===== src/hvt_pkg.sv =====
// Constants and types for the horizontal and vertical raster timing block
package hvt_pkg;

	// ----------------------------------------------------------------
	// Types
	// ----------------------------------------------------------------
	typedef logic [7:0]  hvt_byte_type;
	typedef logic [15:0] hvt_addr_type;
	typedef logic [8:0]  hvt_hcnt_type;
	typedef logic [10:0] hvt_vcnt_type;

	// ----------------------------------------------------------------
	// I/O decode
	// ----------------------------------------------------------------
	localparam logic [11:0] HVT_BASE_MONO  = 12'h03B;
	localparam logic [11:0] HVT_BASE_COLOR = 12'h03D;
	localparam logic [3:0]  HVT_PORT_INDEX = 4'h4;
	localparam logic [3:0]  HVT_PORT_DATA  = 4'h5;
	localparam hvt_byte_type HVT_INDEX_RST = 8'h00;
	localparam hvt_byte_type HVT_REG_RST   = 8'h00;

	// ----------------------------------------------------------------
	// Register indices
	// ----------------------------------------------------------------
	localparam hvt_byte_type HVT_IDX_HTOT  = 8'h00;
	localparam hvt_byte_type HVT_IDX_HDE   = 8'h01;
	localparam hvt_byte_type HVT_IDX_HBS   = 8'h02;
	localparam hvt_byte_type HVT_IDX_HBE   = 8'h03;
	localparam hvt_byte_type HVT_IDX_HSS   = 8'h04;
	localparam hvt_byte_type HVT_IDX_HSE   = 8'h05;
	localparam hvt_byte_type HVT_IDX_VTOT  = 8'h06;
	localparam hvt_byte_type HVT_IDX_OVFL  = 8'h07;
	localparam hvt_byte_type HVT_IDX_LAST  = 8'h07;
	localparam int           HVT_NUM_REGS  = 8;

	// ----------------------------------------------------------------
	// Field positions
	// ----------------------------------------------------------------
	localparam int HVT_HX_HTOT8  = 0;
	localparam int HVT_HX_HDE8   = 1;
	localparam int HVT_HX_HBS8   = 2;
	localparam int HVT_HX_BSTR   = 3;
	localparam int HVT_HX_HSS8   = 4;
	localparam int HVT_HX_SSTR   = 5;
	localparam int HVT_VX_VTOT10 = 0;
	localparam int HVT_VX_VRS10  = 4;
	localparam int HVT_OV_VTOT8  = 0;
	localparam int HVT_OV_VRS8   = 2;
	localparam int HVT_OV_VTOT9  = 5;
	localparam int HVT_OV_VRS9   = 7;
	localparam int HVT_HBE_B5    = 7;
	localparam int HVT_SKEW_LSB  = 5;

	// ----------------------------------------------------------------
	// Timing constants
	// ----------------------------------------------------------------
	localparam int           HVT_CHAR_PIX  = 8;
	localparam logic [2:0]   HVT_PIX_LAST  = 3'(HVT_CHAR_PIX - 1);
	localparam logic [9:0]   HVT_HTOT_ADJ  = 10'h004;
	localparam logic [11:0]  HVT_VTOT_ADJ  = 12'h001;
	localparam int           HVT_BLANK_STR = 64;
	localparam int           HVT_SYNC_STR  = 32;

endpackage : hvt_pkg


===== src/hvt_timing.sv =====
// Raster timing: indexed register port, counters, sync/blank/enable
// How it works
// - Index port written first; data port reaches register the index selects.
// - Port pair decodes at mono or colour base per misc output bit 0.
// - Eight-bit readable index, zero after reset, full value selects target.
// - Indices beyond local range flagged so extension registers answer instead.
// - Horizontal total nine bits, chars per line minus five, bit8 extension.
// - Display end nine bits, active chars minus one, bit8 extension bit1.
// - Blank starts when char counter equals nine-bit start value.
// - Blank ends on six-bit match of counter low bits.
// - Extension bit3 stretches blank by 64 pixel clocks.
// - Display enable delayed zero to three character clocks.
// - Sync starts when char counter equals nine-bit start value.
// - Sync ends on five-bit match of counter low bits.
// - Extension bit5 stretches sync by 32 pixel clocks.
// - Sync output delayed zero to three character clocks.
// - Eleven-bit vertical total, lines minus two; line counter wraps.
// - Vertical total bits from index 06, overflow 0 and 5, extension 0.
// - Overflow register supplies upper bits of vertical fields.
// - Vertical sync starts when line counter equals eleven-bit start.

// --------------------------------------------------------------------
// Pulse generator: start match, end match, optional pixel stretch
// --------------------------------------------------------------------
module hvt_pulse #(
	parameter int EW  = 6,
	parameter int STR = 64
) (
	input  wire logic          clk_i,
	input  wire logic          rst_n_i,
	input  wire logic          char_en_i,
	input  wire logic          pix_en_i,
	input  wire logic [8:0]    cnt_i,
	input  wire logic [8:0]    start_i,
	input  wire logic [EW-1:0] end_i,
	input  wire logic          stretch_i,
	output logic               pulse_o
);
	localparam logic [6:0] STR_LAST = 7'(STR - 1);
	logic       active_ff;
	logic       str_ff;
	logic [6:0] str_cnt_ff;

	// Start wins over end so a zero-width setting still yields a pulse
	always_ff @(posedge clk_i) begin
		if (!rst_n_i) begin
			active_ff  <= 1'b0;
			str_ff     <= 1'b0;
			str_cnt_ff <= 7'h00;
		end else if (char_en_i && cnt_i == start_i) begin
			active_ff  <= 1'b1;
			str_ff     <= 1'b0;
		end else if (str_ff) begin
			if (pix_en_i) begin
				str_cnt_ff <= str_cnt_ff - 7'h01;
				if (str_cnt_ff == 7'h00) begin
					active_ff <= 1'b0;
					str_ff    <= 1'b0;
				end
			end
		end else if (active_ff && char_en_i && cnt_i[EW-1:0] == end_i) begin
			if (stretch_i) begin
				str_ff     <= 1'b1; // extra pixel clocks after end
				str_cnt_ff <= STR_LAST;
			end else begin
				active_ff  <= 1'b0;
			end
		end
	end

	assign pulse_o = active_ff;
endmodule : hvt_pulse

// --------------------------------------------------------------------
// Skew line: delays a level by 0..3 character clocks
// --------------------------------------------------------------------
module hvt_skew (
	input  wire logic       clk_i,
	input  wire logic       rst_n_i,
	input  wire logic       char_en_i,
	input  wire logic       d_i,
	input  wire logic [1:0] sel_i,
	output logic            q_o
);
	logic [2:0] tap_ff;
	logic [3:0] taps;
	logic       q_ff;

	// Select zero bypasses the taps, so encoding 00 adds no char delay
	assign taps = {tap_ff, d_i};

	// Taps move only on character clocks, so skew is in chars
	always_ff @(posedge clk_i) begin
		if (!rst_n_i) begin
			tap_ff <= 3'h0;
			q_ff   <= 1'b0;
		end else begin
			if (char_en_i) begin
				tap_ff <= {tap_ff[1:0], d_i};
			end
			q_ff <= taps[sel_i];
		end
	end

	assign q_o = q_ff;
endmodule : hvt_skew

// --------------------------------------------------------------------
// Top
// --------------------------------------------------------------------
module hvt_timing (
	// Clock and reset
	input  wire logic            SYS_CLK_I,
	input  wire logic            RST_N_I,
	// Host I/O port
	input  wire hvt_pkg::hvt_addr_type IO_ADDR_I,
	input  wire logic            IO_WR_I,
	input  wire logic            IO_RD_I,
	input  wire hvt_pkg::hvt_byte_type IO_WDATA_I,
	output hvt_pkg::hvt_byte_type      IO_RDATA_O,
	output logic                 IO_RD_HIT_O,
	output logic                 EXT_IDX_SEL_O,
	output hvt_pkg::hvt_byte_type      EXT_INDEX_O,
	// Bits kept by neighbouring registers
	input  wire logic            MISC_COLOR_SEL_I,
	input  wire hvt_pkg::hvt_byte_type HORIZ_EXT_I,
	input  wire hvt_pkg::hvt_byte_type VERT_EXT_I,
	input  wire hvt_pkg::hvt_byte_type VSYNC_START_LO_I,
	input  wire logic [3:0]      VSYNC_END_I,
	// Pixel clock enable
	input  wire logic            PIXEL_CLK_EN_I,
	// Monitor timing
	output logic                 HSYNC_O,
	output logic                 HBLANK_O,
	output logic                 DISP_EN_O,
	output logic                 VSYNC_O,
	output hvt_pkg::hvt_hcnt_type      CHAR_CNT_O,
	output hvt_pkg::hvt_vcnt_type      LINE_CNT_O
);
	import hvt_pkg::*;

	// ----------------------------------------------------------------
	// Register port
	// ----------------------------------------------------------------
	hvt_byte_type idx_ff;
	hvt_byte_type regs_ff [HVT_NUM_REGS];
	hvt_byte_type rdata_ff;
	logic         rd_hit_ff;
	logic [11:0]  base;
	logic         sel_idx;
	logic         sel_dat;
	logic         idx_local;

	// Base follows misc output bit 0
	assign base    = MISC_COLOR_SEL_I ? HVT_BASE_COLOR : HVT_BASE_MONO;
	assign sel_idx = IO_ADDR_I == {base, HVT_PORT_INDEX};
	assign sel_dat = IO_ADDR_I == {base, HVT_PORT_DATA};
	assign idx_local = idx_ff <= HVT_IDX_LAST;
	assign EXT_IDX_SEL_O = !idx_local;
	assign EXT_INDEX_O   = idx_ff;

	// Index register, full eight bits kept
	always_ff @(posedge SYS_CLK_I) begin
		if (!RST_N_I) begin
			idx_ff <= HVT_INDEX_RST;
		end else if (IO_WR_I && sel_idx) begin
			idx_ff <= IO_WDATA_I;
		end
	end

	// Timing registers written through the data port
	always_ff @(posedge SYS_CLK_I) begin
		if (!RST_N_I) begin
			for (int i = 0; i < HVT_NUM_REGS; i++) begin
				regs_ff[i] <= HVT_REG_RST;
			end
		end else if (IO_WR_I && sel_dat && idx_local) begin
			regs_ff[idx_ff[2:0]] <= IO_WDATA_I;
		end
	end

	// Read data one cycle after the strobe; foreign indices stay silent
	always_ff @(posedge SYS_CLK_I) begin
		if (!RST_N_I) begin
			rdata_ff  <= 8'h00;
			rd_hit_ff <= 1'b0;
		end else begin
			rd_hit_ff <= IO_RD_I && (sel_idx || (sel_dat && idx_local));
			if (IO_RD_I && sel_idx) begin
				rdata_ff <= idx_ff;
			end else if (IO_RD_I && sel_dat && idx_local) begin
				rdata_ff <= regs_ff[idx_ff[2:0]];
			end else begin
				rdata_ff <= 8'h00;
			end
		end
	end

	assign IO_RDATA_O  = rdata_ff;
	assign IO_RD_HIT_O = rd_hit_ff;

	// ----------------------------------------------------------------
	// Assembled fields
	// ----------------------------------------------------------------
	hvt_byte_type ovfl;
	hvt_hcnt_type htot;
	hvt_hcnt_type hde;
	hvt_hcnt_type hbs;
	hvt_hcnt_type hss;
	logic [5:0]   hbe;
	logic [4:0]   hse;
	hvt_vcnt_type vtot;
	hvt_vcnt_type vrs;

	assign ovfl = regs_ff[HVT_IDX_OVFL[2:0]];
	assign htot = {HORIZ_EXT_I[HVT_HX_HTOT8], regs_ff[HVT_IDX_HTOT[2:0]]};
	assign hde  = {HORIZ_EXT_I[HVT_HX_HDE8], regs_ff[HVT_IDX_HDE[2:0]]};
	assign hbs  = {HORIZ_EXT_I[HVT_HX_HBS8], regs_ff[HVT_IDX_HBS[2:0]]};
	assign hss  = {HORIZ_EXT_I[HVT_HX_HSS8], regs_ff[HVT_IDX_HSS[2:0]]};
	assign hbe  = {regs_ff[HVT_IDX_HSE[2:0]][HVT_HBE_B5],
		regs_ff[HVT_IDX_HBE[2:0]][4:0]};
	assign hse  = regs_ff[HVT_IDX_HSE[2:0]][4:0];
	// Overflow bits extend the vertical fields
	assign vtot = {VERT_EXT_I[HVT_VX_VTOT10], ovfl[HVT_OV_VTOT9],
		ovfl[HVT_OV_VTOT8], regs_ff[HVT_IDX_VTOT[2:0]]};
	assign vrs  = {VERT_EXT_I[HVT_VX_VRS10], ovfl[HVT_OV_VRS9],
		ovfl[HVT_OV_VRS8], VSYNC_START_LO_I};

	// ----------------------------------------------------------------
	// Counters
	// ----------------------------------------------------------------
	logic [2:0]   pix_cnt_ff;
	logic         char_en;
	hvt_hcnt_type char_cnt_ff;
	hvt_vcnt_type line_cnt_ff;
	logic         line_end;
	logic         frame_end;

	assign char_en   = PIXEL_CLK_EN_I && pix_cnt_ff == HVT_PIX_LAST;
	assign line_end  = {1'b0, char_cnt_ff} == {1'b0, htot} + HVT_HTOT_ADJ;
	assign frame_end = {1'b0, line_cnt_ff} == {1'b0, vtot} + HVT_VTOT_ADJ;

	// Character clock divider from the pixel clock enable
	always_ff @(posedge SYS_CLK_I) begin
		if (!RST_N_I) begin
			pix_cnt_ff <= 3'h0;
		end else if (PIXEL_CLK_EN_I) begin
			pix_cnt_ff <= pix_cnt_ff + 3'h1;
		end
	end

	// Character counter; a total lowered below the count wraps at 511
	always_ff @(posedge SYS_CLK_I) begin
		if (!RST_N_I) begin
			char_cnt_ff <= 9'h000;
		end else if (char_en) begin
			char_cnt_ff <= line_end ? 9'h000 : char_cnt_ff + 9'h001;
		end
	end

	// Scan line counter
	always_ff @(posedge SYS_CLK_I) begin
		if (!RST_N_I) begin
			line_cnt_ff <= 11'h000;
		end else if (char_en && line_end) begin
			line_cnt_ff <= frame_end ? 11'h000 : line_cnt_ff + 11'h001;
		end
	end

	assign CHAR_CNT_O = char_cnt_ff;
	assign LINE_CNT_O = line_cnt_ff;

	// ----------------------------------------------------------------
	// Horizontal pulses
	// ----------------------------------------------------------------
	logic de_raw_ff;
	logic hblank_raw;
	logic hsync_raw;
	logic vsync_ff;

	// Display enable from the counter, before skew
	always_ff @(posedge SYS_CLK_I) begin
		if (!RST_N_I) begin
			de_raw_ff <= 1'b0;
		end else if (char_en) begin
			de_raw_ff <= (line_end ? 9'h000 : char_cnt_ff + 9'h001) <= hde;
		end
	end

	// Blank pulse with 64-pixel stretch
	hvt_pulse #(.EW(6), .STR(HVT_BLANK_STR)) u_blank (
		.clk_i     (SYS_CLK_I),
		.rst_n_i   (RST_N_I),
		.char_en_i (char_en),
		.pix_en_i  (PIXEL_CLK_EN_I),
		.cnt_i     (char_cnt_ff),
		.start_i   (hbs),
		.end_i     (hbe),
		.stretch_i (HORIZ_EXT_I[HVT_HX_BSTR]),
		.pulse_o   (hblank_raw)
	);

	// Sync pulse with 32-pixel stretch
	hvt_pulse #(.EW(5), .STR(HVT_SYNC_STR)) u_sync (
		.clk_i     (SYS_CLK_I),
		.rst_n_i   (RST_N_I),
		.char_en_i (char_en),
		.pix_en_i  (PIXEL_CLK_EN_I),
		.cnt_i     (char_cnt_ff),
		.start_i   (hss),
		.end_i     (hse),
		.stretch_i (HORIZ_EXT_I[HVT_HX_SSTR]),
		.pulse_o   (hsync_raw)
	);

	// Display enable skew
	hvt_skew u_de_skew (
		.clk_i     (SYS_CLK_I),
		.rst_n_i   (RST_N_I),
		.char_en_i (char_en),
		.d_i       (de_raw_ff),
		.sel_i     (regs_ff[HVT_IDX_HBE[2:0]][HVT_SKEW_LSB+:2]),
		.q_o       (DISP_EN_O)
	);

	// Sync skew, centres the picture
	hvt_skew u_hs_skew (
		.clk_i     (SYS_CLK_I),
		.rst_n_i   (RST_N_I),
		.char_en_i (char_en),
		.d_i       (hsync_raw),
		.sel_i     (regs_ff[HVT_IDX_HSE[2:0]][HVT_SKEW_LSB+:2]),
		.q_o       (HSYNC_O)
	);

	// Blank output registered for clean edges
	always_ff @(posedge SYS_CLK_I) begin
		if (!RST_N_I) begin
			HBLANK_O <= 1'b0;
		end else begin
			HBLANK_O <= hblank_raw;
		end
	end

	// ----------------------------------------------------------------
	// Vertical sync
	// ----------------------------------------------------------------
	// Start at retrace line, end on four-bit match of the line count
	always_ff @(posedge SYS_CLK_I) begin
		if (!RST_N_I) begin
			vsync_ff <= 1'b0;
		end else if (char_en && line_end) begin
			if (frame_end ? vrs == 11'h000 : vrs == line_cnt_ff + 11'h001) begin
				vsync_ff <= 1'b1;
			end else if (vsync_ff && (frame_end ? VSYNC_END_I == 4'h0
				: VSYNC_END_I == 4'(line_cnt_ff + 11'h001))) begin
				vsync_ff <= 1'b0;
			end
		end
	end

	assign VSYNC_O = vsync_ff;

	// ----------------------------------------------------------------
	// Assertions
	// ----------------------------------------------------------------
	property p_idx_wr;
		@(posedge SYS_CLK_I) disable iff (!RST_N_I)
		IO_WR_I && sel_idx |=> idx_ff == $past(IO_WDATA_I);
	endproperty
	a_idx_wr: assert property (p_idx_wr)
		else $error("index write not stored");

	property p_base;
		@(posedge SYS_CLK_I) disable iff (!RST_N_I)
		IO_WR_I && MISC_COLOR_SEL_I
			&& IO_ADDR_I == {HVT_BASE_MONO, HVT_PORT_INDEX}
			|=> $stable(idx_ff);
	endproperty
	a_base: assert property (p_base)
		else $error("mono port decoded in colour mode");

	property p_ext;
		@(posedge SYS_CLK_I) disable iff (!RST_N_I)
		IO_RD_I && sel_dat && idx_ff > HVT_IDX_LAST |=> !IO_RD_HIT_O;
	endproperty
	a_ext: assert property (p_ext)
		else $error("foreign index answered locally");

	property p_hwrap;
		@(posedge SYS_CLK_I) disable iff (!RST_N_I)
		char_en && {1'b0, char_cnt_ff} == {1'b0, htot} + HVT_HTOT_ADJ
			|=> char_cnt_ff == 9'h000;
	endproperty
	a_hwrap: assert property (p_hwrap)
		else $error("char counter did not wrap");

	property p_vwrap;
		@(posedge SYS_CLK_I) disable iff (!RST_N_I)
		char_en && line_end && frame_end |=> line_cnt_ff == 11'h000;
	endproperty
	a_vwrap: assert property (p_vwrap)
		else $error("line counter did not wrap");

	property p_de;
		@(posedge SYS_CLK_I) disable iff (!RST_N_I)
		char_en && !line_end && char_cnt_ff == hde |=> !de_raw_ff;
	endproperty
	a_de: assert property (p_de)
		else $error("display enable past display end");

	property p_hbl;
		@(posedge SYS_CLK_I) disable iff (!RST_N_I)
		char_en && char_cnt_ff == hbs |=> hblank_raw ##1 HBLANK_O;
	endproperty
	a_hbl: assert property (p_hbl)
		else $error("blank not started");

	property p_hbe;
		@(posedge SYS_CLK_I) disable iff (!RST_N_I)
		hblank_raw && char_en && char_cnt_ff[5:0] == hbe
			&& char_cnt_ff != hbs && !HORIZ_EXT_I[HVT_HX_BSTR]
			&& !u_blank.str_ff |=> !hblank_raw;
	endproperty
	a_hbe: assert property (p_hbe)
		else $error("blank not ended");

	property p_hsy;
		@(posedge SYS_CLK_I) disable iff (!RST_N_I)
		char_en && char_cnt_ff == hss |=> hsync_raw;
	endproperty
	a_hsy: assert property (p_hsy)
		else $error("sync not started");

	property p_vs;
		@(posedge SYS_CLK_I) disable iff (!RST_N_I)
		char_en && line_end && !frame_end && vrs == line_cnt_ff + 11'h001
			|=> VSYNC_O;
	endproperty
	a_vs: assert property (p_vs)
		else $error("vertical sync not started");

	c_line: cover property (@(posedge SYS_CLK_I) char_en && line_end);
	c_frame: cover property (@(posedge SYS_CLK_I) char_en && frame_end);
	c_hsync: cover property (@(posedge SYS_CLK_I) $rose(HSYNC_O));
	c_vsync: cover property (@(posedge SYS_CLK_I) $rose(VSYNC_O));
endmodule : hvt_timing


===== config.mk =====
export PLATFORM = sky130hd
export DESIGN_NAME = hvt_timing
export DESIGN_NICKNAME = d
export VERILOG_FILES = /design/src/hvt_pkg.sv /design/src/hvt_timing.sv
export SDC_FILE = /design/constraint.sdc
export NUM_CORES = 1
export LEC_CHECK = 0
export ABC_CLOCK_PERIOD_IN_PS = 8700
export BUFFER_PORTS_ARGS = -buffer_cell sky130_fd_sc_hd__buf_2
export CAP_MARGIN = 5
export CORE_MARGIN = 1.5
export CORE_UTILIZATION = 35
export CTS_CLUSTER_DIAMETER = 40
export DETAILED_ROUTE_END_ITERATION = 16
export GPL_TIMING_DRIVEN = 0
export HOLD_SLACK_MARGIN = 0.05
export PLACE_DENSITY_LB_ADDON = 0.08
export SLEW_MARGIN = 20
export SYNTH_ARGS = -nofsm -noshare
export SYNTH_HDL_FRONTEND = slang
export SYNTH_HIERARCHICAL = 1
export SYNTH_SLANG_ARGS = --single-unit

===== constraint.sdc =====
create_clock -name SYS_CLK_I -period 8.7 [get_ports SYS_CLK_I]
set_input_delay 1.74 -clock SYS_CLK_I [delete_from_list [all_inputs] [get_ports SYS_CLK_I]]
set_output_delay 1.74 -clock SYS_CLK_I [all_outputs]
set_load 0.01 [all_outputs]

==> impl_metrics.json, run 1 <==
{
  "antenna-diode-count": 0,
  "boundaryPins": 100,
  "ctsRootBufferMaster": "sky130_fd_sc_hd__clkbuf_16",
  "final.setup.tns_ns": 0,
  "clk_latency_ns": 0.42,
  "postSynthCellCount": 795,
  "synth.most_common_cell": "sky130_fd_sc_hd__and2_1",
  "fin_crit_sh_pct": 49.0,
  "number_of_failing_hold_endpoints_at_the_final_stage": 0,
  "timing.critical_path.buf_inv": 1,
  "worst_case_clock_buffer_depth": 2,
  "hp-class": "register to register",
  "port_buffers": 91,
  "die_x_extent_um": 153,
  "worst_slew_margin_rel_pct": 41.1,
  "outcome": "completed",
  "synth-async-reset-ratio_pct": 0,
  "worstSetupStartpoint": "IO_ADDR_I[1]",
  "largest_fanout_on_the_critical_path": 9,
  "setup.worst_path.end_class": "register",
  "r2r_start": "regs_ff[0][2]",
  "global_route.overflow_total": 0,
  "drt_iter0_drc": 322,
  "crit_path_top_delay_cell": "sky130_fd_sc_hd__or4_1",
  "setup_viol_count_final": 0,
  "max_freq_mhz": 235,
  "p_leak_nw": 3.55,
  "path_clk_slew_ns": 0.06,
  "avgRoutedWirePerCell_um": 19.2,
  "hp-start": "VSYNC_O",
  "place_area_mm2": 0.00867,
  "power_density_mw_per_mm2": 162,
  "ratio_of_cells_with_drive_above_1_in_the_final_layout_pct": 17.6,
  "fin_crit_ns": 4.26,
  "post-route-cell-area_mm2": 0.00925,
  "final.setup_skew_ns": 0.00920,
  "power.total_mw": 1.49,
  "post_cts_resized": 0,
  "rsz_0062_raised_after_global_routing": "false",
  "count_of_flip_flops_with_a_built_in_enable_after_synthesis": 64,
  "ys_dominant_reg_cell": "sky130_fd_sc_hd__dfxtp_1",
  "synth.top_cells.by_area": "sky130_fd_sc_hd__edfxtp_1 (24%), sky130_fd_sc_hd__dfxtp_1 (18%), sky130_fd_sc_hd__xnor2_1 (6.2%), sky130_fd_sc_hd__and2_1 (5.9%), sky130_fd_sc_hd__mux4_2 (4.9%)",
  "dr_total_vias": 6311,
  "grt_start_max_net_pins": 26,
  "post_cts.repair.setup_buffers": 0,
  "cts_tree": "yes",
  "fp.dieArea_mm2": 0.0234,
  "critPathRequiredTime_ns": 8.77,
  "place_hpwl_um": 16900,
  "grt_antenna_before_repair": 0,
  "total_routing_resource_utilization_after_global_routing_pct": 20.2,
  "synth.net_count": 872,
  "aggregate_routed_wire_length_um": 23000,
  "cp-start-kind": "input port",
  "critical-path-top-delay-family": "simple AND/OR/NAND/NOR gates",
  "via_per_inst": 5.27,
  "synth_area_per_cell_um2": 9.89,
  "multi_input_comb_area_mm2": 0.00428,
  "globalplace.congestion": 0.835,
  "maxCapViolations": 0,
  "first_pass_grt_wire_length_um": 35700,
  "num-nets-final": 982,
  "final_antenna_net_count": 0,
  "grt_pass1_vias": 5956,
  "synth_top_cell_by_area": "sky130_fd_sc_hd__edfxtp_1",
  "r2r.worst_path.cells": 14,
  "crit_path_max_incr_delay_ns": 0.53,
  "synth-seq-cells": 136,
  "remaining_drc_errors": 0,
  "floorplan.rows": 54,
  "hold_buffers": 0,
  "synth_warnings": 6,
  "syn2layout_area_growth_pct": 17.7,
  "cell_chain_critical_path": "buf_2 > or4_1 > nor4_1 > and4b_1 > and3_1 > nand2_1 > nor3_2 > nand2b_1",
  "total_of_fill_cells_in_the_finished_design": 2159,
  "cts_made_buffers": 17,
  "finalMaxSlewViolations": 0,
  "slew_at_the_pin_closest_to_its_max_slew_limit_ns": 0.876,
  "sequential_cell_area_mm2": 0.00336,
  "ir_worst_vdd_mv": 0.110,
  "hold-path-cell-count": 2,
  "netlist.area_leader.share_pct": 24.4,
  "critical_path_class": "input port to register",
  "path_depth": 8,
  "cp.arrival_ns": 4.33,
  "yosys-top-cells-count": "sky130_fd_sc_hd__and2_1 (74), sky130_fd_sc_hd__dfxtp_1 (72), sky130_fd_sc_hd__nand2_1 (69), sky130_fd_sc_hd__edfxtp_1 (64), sky130_fd_sc_hd__nor2_1 (62)",
  "die_height_um": 153,
  "drt_pre_antenna_iters": 7,
  "count_of_h_tree_levels_built_during_cts": 4,
  "synth.cell_area_mm2": 0.00786,
  "floorplan.initialDensity_pct": 35.8,
  "numClockSinks": 136,
  "core_area_mm2": 0.0220,
  "synth.yosys.seq_area_share_pct": 42.8,
  "count_of_distinct_cell_types_in_the_synthesized_netlist": 73
}
-- power breakdown --
part | switching (mW) | internal [mW]
clock | 0.293 | 0.430
sequential | 0.0132 | 0.681
combinational | 0.0462 | 0.0311
total | 0.353 | 1.14
-- cell families (layout without fill, tap and decap cells) --
| family | count (synthesis) | count (layout) | synth area share (%) |
|---|---|---|---|
| AOI/OAI and AO/OA | 120 | 120 | 10.3 |
| xor gates and xnor gates | 75 | 75 | 8.35 |
| adders and majority gates | 19 | 19 | 3.02 |
| buffers and inverters | 52 | 175 | 2.80 |
| DFF | 136 | 136 | 42.8 |
| muxes | 48 | 48 | 9.04 |
| and+or+nand+nor | 345 | 345 | 23.7 |
-- routing by layer --
| metal | part of all wire (%) | GRT usage, % | vias up |
|---|---|---|---|
| li1 | - | - | 3116 |
| met1 | 52 | 29.6 | 3026 |
| met2 | 43 | 30.7 | 151 |
| met3 | 3.7 | 3.52 | 18 |
| met4 | 1.1 | 5.37 | 0 |
| met5 | 0 | 0 | - |
-- flip-flops by register name (all words and copies together), names as in the netlist, named ones only --
signal	cells
HBLANK_O	1
IO_RDATA_O	8
u_blank/str_cnt_ff	7
LINE_CNT_O	11
u_hs_skew/q_o	1
u_blank/pulse_o	1
regs_ff	64
VSYNC_O	1
u_sync/str_cnt_ff	7
CHAR_CNT_O	9
de_raw_ff	1
u_sync/pulse_o	1
u_sync/str_ff	1
EXT_INDEX_O	8
u_hs_skew/tap_ff	3
pix_cnt_ff	3
u_de_skew/q_o	1
u_blank/str_ff	1
u_de_skew/tap_ff	3
IO_RD_HIT_O	1
-- layout by cell type (no fill, tap or decap), types with 18 or more instances in the layout --
cell	n
sky130_fd_sc_hd__clkbuf_1	18
sky130_fd_sc_hd__edfxtp_1	64
sky130_fd_sc_hd__a21oi_1	41
sky130_fd_sc_hd__nand2_1	69
sky130_fd_sc_hd__buf_2	99
sky130_fd_sc_hd__ha_1	19
sky130_fd_sc_hd__xnor2_1	56
sky130_fd_sc_hd__nor2_1	62
sky130_fd_sc_hd__xor2_1	19
sky130_fd_sc_hd__mux2i_1	29
sky130_fd_sc_hd__nand3_1	20
sky130_fd_sc_hd__inv_1	20
sky130_fd_sc_hd__and2_1	74
sky130_fd_sc_hd__dfxtp_1	72
-- cell type report --
cell class	count	share of cell area, %
clock buffers	18	4.75
repair buffers	91	4.92
plain buffers	31	1.53
inverters	21	0.852
clock inverters	14	1.57
multi-input cells	607	46.2
flip-flops and latches	136	36.3
well taps	280	3.79
-- final timing paths --
kind | end | slack [ns]
hold / removal | VSYNC_O | 0.48
setup / recovery | regs_ff[1][5] | 4.44
setup reg to reg | de_raw_ff | 5.01
hold reg to reg | VSYNC_O | 0.48
-- metrics by stage --
| step | setup WS (ns) | hold WS, ns | utilization [%] | cells |
|---|---|---|---|---|
| 4_1_cts | 4.37 | 0.479 | 42.1 | 1198 |
| 2_1_floorplan | 4.57 | 0.458 | - | 795 |
| 3_3_place_gp | 3.85 | 0.464 | 39.5 | 1166 |
| 5_1_grt | 4.13 | 0.525 | 42.1 | 1198 |
| 6_report | 4.44 | 0.476 | 42.1 | 1198 |
| 3_5_place_dp | 3.92 | 0.470 | 39.5 | 1166 |
-- tightest hold or removal path: cells and delay by family (launching register included) --
kind	cells	cell delay (ns)
flops	1	0.31
compound gates	1	0.06
simple gates	1	0.05
Note: power is estimated with default switching activity, not from simulation.
==> run 2: changes to the inputs <==
--- a/config.mk
+++ b/config.mk
@@ -5,7 +5,7 @@
 export SDC_FILE = /design/constraint.sdc
 export NUM_CORES = 1
 export LEC_CHECK = 0
-export ABC_CLOCK_PERIOD_IN_PS = 8700
+export ABC_CLOCK_PERIOD_IN_PS = 3500
 export BUFFER_PORTS_ARGS = -buffer_cell sky130_fd_sc_hd__buf_2
 export CAP_MARGIN = 5
 export CORE_MARGIN = 1.5
==> constraint.sdc (replaced) <==
create_clock -name SYS_CLK_I -period 3.5 [get_ports SYS_CLK_I]
set_input_delay 0.7 -clock SYS_CLK_I [delete_from_list [all_inputs] [get_ports SYS_CLK_I]]
set_output_delay 0.7 -clock SYS_CLK_I [all_outputs]
set_load 0.01 [all_outputs]
==> impl_metrics.json, run 2 (synthesized netlist as in run 1, its figures left out) <==
{
  "global_route.overflow_total": 0,
  "syn2layout_area_growth_pct": 18.5,
  "grt_pass1_vias": 5957,
  "maxCapViolations": 0,
  "die_x_extent_um": 153,
  "cts_made_buffers": 17,
  "place_hpwl_um": 16900,
  "critical_path_class": "register to register",
  "max_freq_mhz": 310,
  "ratio_of_cells_with_drive_above_1_in_the_final_layout_pct": 18.7,
  "aggregate_routed_wire_length_um": 23000,
  "fin_crit_sh_pct": 92.3,
  "post-route-cell-area_mm2": 0.00931,
  "remaining_drc_errors": 0,
  "num-nets-final": 986,
  "drt_pre_antenna_iters": 6,
  "ir_worst_vdd_mv": 0.274,
  "drt_iter0_drc": 354,
  "rsz_0062_raised_after_global_routing": "false",
  "largest_register_ffs": 64,
  "fin_crit_ns": 3.23,
  "fp.dieArea_mm2": 0.0234,
  "cp-start-kind": "register",
  "first_pass_grt_wire_length_um": 35700,
  "cts_tree": "yes",
  "regMostFlops": "regs_ff",
  "number_of_failing_hold_endpoints_at_the_final_stage": 0,
  "largest_fanout_on_the_critical_path": 5,
  "critPathRequiredTime_ns": 3.85,
  "grt_start_max_net_pins": 26,
  "setup.worst_path.end_class": "register",
  "numClockSinks": 136,
  "hold_buffers": 0,
  "worst_case_clock_buffer_depth": 2,
  "layout.cells.most_common_list": "sky130_fd_sc_hd__buf_2 (99), sky130_fd_sc_hd__and2_1 (74), sky130_fd_sc_hd__dfxtp_1 (70)",
  "boundaryPins": 100,
  "setup_viol_count_final": 0,
  "final.setup_skew_ns": 0.00971,
  "clk_latency_ns": 0.42,
  "place_area_mm2": 0.00867,
  "total_routing_resource_utilization_after_global_routing_pct": 20.2,
  "outcome": "completed",
  "grt_antenna_before_repair": 0,
  "globalplace.congestion": 0.835,
  "avgRoutedWirePerCell_um": 19.1,
  "timing.hold.ws_ns": 0.473,
  "via_per_inst": 5.23,
  "slew_at_the_pin_closest_to_its_max_slew_limit_ns": 0.877,
  "finalMaxSlewViolations": 0,
  "path_clk_slew_ns": 0.06,
  "floorplan.rows": 54,
  "power_density_mw_per_mm2": 399,
  "count_of_h_tree_levels_built_during_cts": 4,
  "layout_commonest_cell": "sky130_fd_sc_hd__buf_2",
  "final_antenna_net_count": 0,
  "cp.arrival_ns": 3.58,
  "port_buffers": 91,
  "ctsRootBufferMaster": "sky130_fd_sc_hd__clkbuf_16",
  "p_leak_nw": 3.57,
  "die_height_um": 153,
  "worst_slew_margin_rel_pct": 41.1,
  "antenna-diode-count": 0,
  "final.setup.tns_ns": 0,
  "final_core_util_pct": 42.4,
  "core_area_mm2": 0.0220,
  "dr_total_vias": 6289,
  "hp-class": "register to register",
  "floorplan.initialDensity_pct": 35.8
}
-- run 2: layer usage --
layer	routed length (um)	global-route usage, %	vias to the layer above
met5	0	0	-
met4	255	5.37	0
met3	861	3.52	18
met2	9930	30.7	137
met1	12000	29.6	3011
li1	-	-	3123
-- run 2: final cells by class --
class / instances / area (um2)
fillers: 2157 / 12600
multi-input cells: 607 / 4300
flip-flops and latches: 136 / 3370
repair buffers: 95 / 485
clock buffers: 18 / 439
well taps: 280 / 350
clock inverters: 14 / 145
plain buffers: 31 / 145
inverters: 21 / 78.8
-- run 2: final timing paths --
| path | start | end | slack, ns | cells after the start |
|---|---|---|---|---|
| worst max-delay path | regs_ff[0][3] | de_raw_ff | 0.27 | 14 |
| worst min-delay path | VSYNC_O | VSYNC_O | 0.47 | 2 |
| worst min register to register | VSYNC_O | VSYNC_O | 0.47 | 2 |
| worst max register to register | regs_ff[0][3] | de_raw_ff | 0.27 | 14 |
-- run 2: where the power goes --
group          internal [mW]  switching, mW  total (mW)
sequential              1.69         0.0325        1.72
clock                   1.07          0.729        1.80
combinational         0.0793          0.116       0.196
-- run 2: timing repair --
item                       CTS  global route
gates resized for setup      3             7
setup buffers                0             4
setup endpoints to repair    1             9
pin swaps                    0             1
-- run 2: through the flow --
| stage | worst slack, ns | cells | power, mW |
|---|---|---|---|
| CTS | 0.0369 | 1198 | 3.74 |
| global placement | -0.307 | 1166 | 1.95 |
| global route | 0.00940 | 1202 | 3.84 |
| floorplan | 0.313 | 795 | 1.85 |
| detailed placement | -0.235 | 1166 | 1.95 |
| finish | 0.271 | 1202 | 3.72 |
-- run 2: critical path: stages (launching register included) --
cell and delay (ns):
sky130_fd_sc_hd__edfxtp_1 0.48, sky130_fd_sc_hd__ha_1 0.33, sky130_fd_sc_hd__xor2_1 0.15, sky130_fd_sc_hd__nor4_2 0.30, sky130_fd_sc_hd__o21ai_0 0.14, sky130_fd_sc_hd__a211oi_2 0.21
sky130_fd_sc_hd__nor2b_1 0.10, sky130_fd_sc_hd__ha_1 0.30, sky130_fd_sc_hd__nor2b_1 0.14, sky130_fd_sc_hd__o21a_1 0.16, sky130_fd_sc_hd__o21a_1 0.16, sky130_fd_sc_hd__o211ai_1 0.16
sky130_fd_sc_hd__a21oi_1 0.09, sky130_fd_sc_hd__a211o_1 0.28, sky130_fd_sc_hd__a31oi_1 0.15
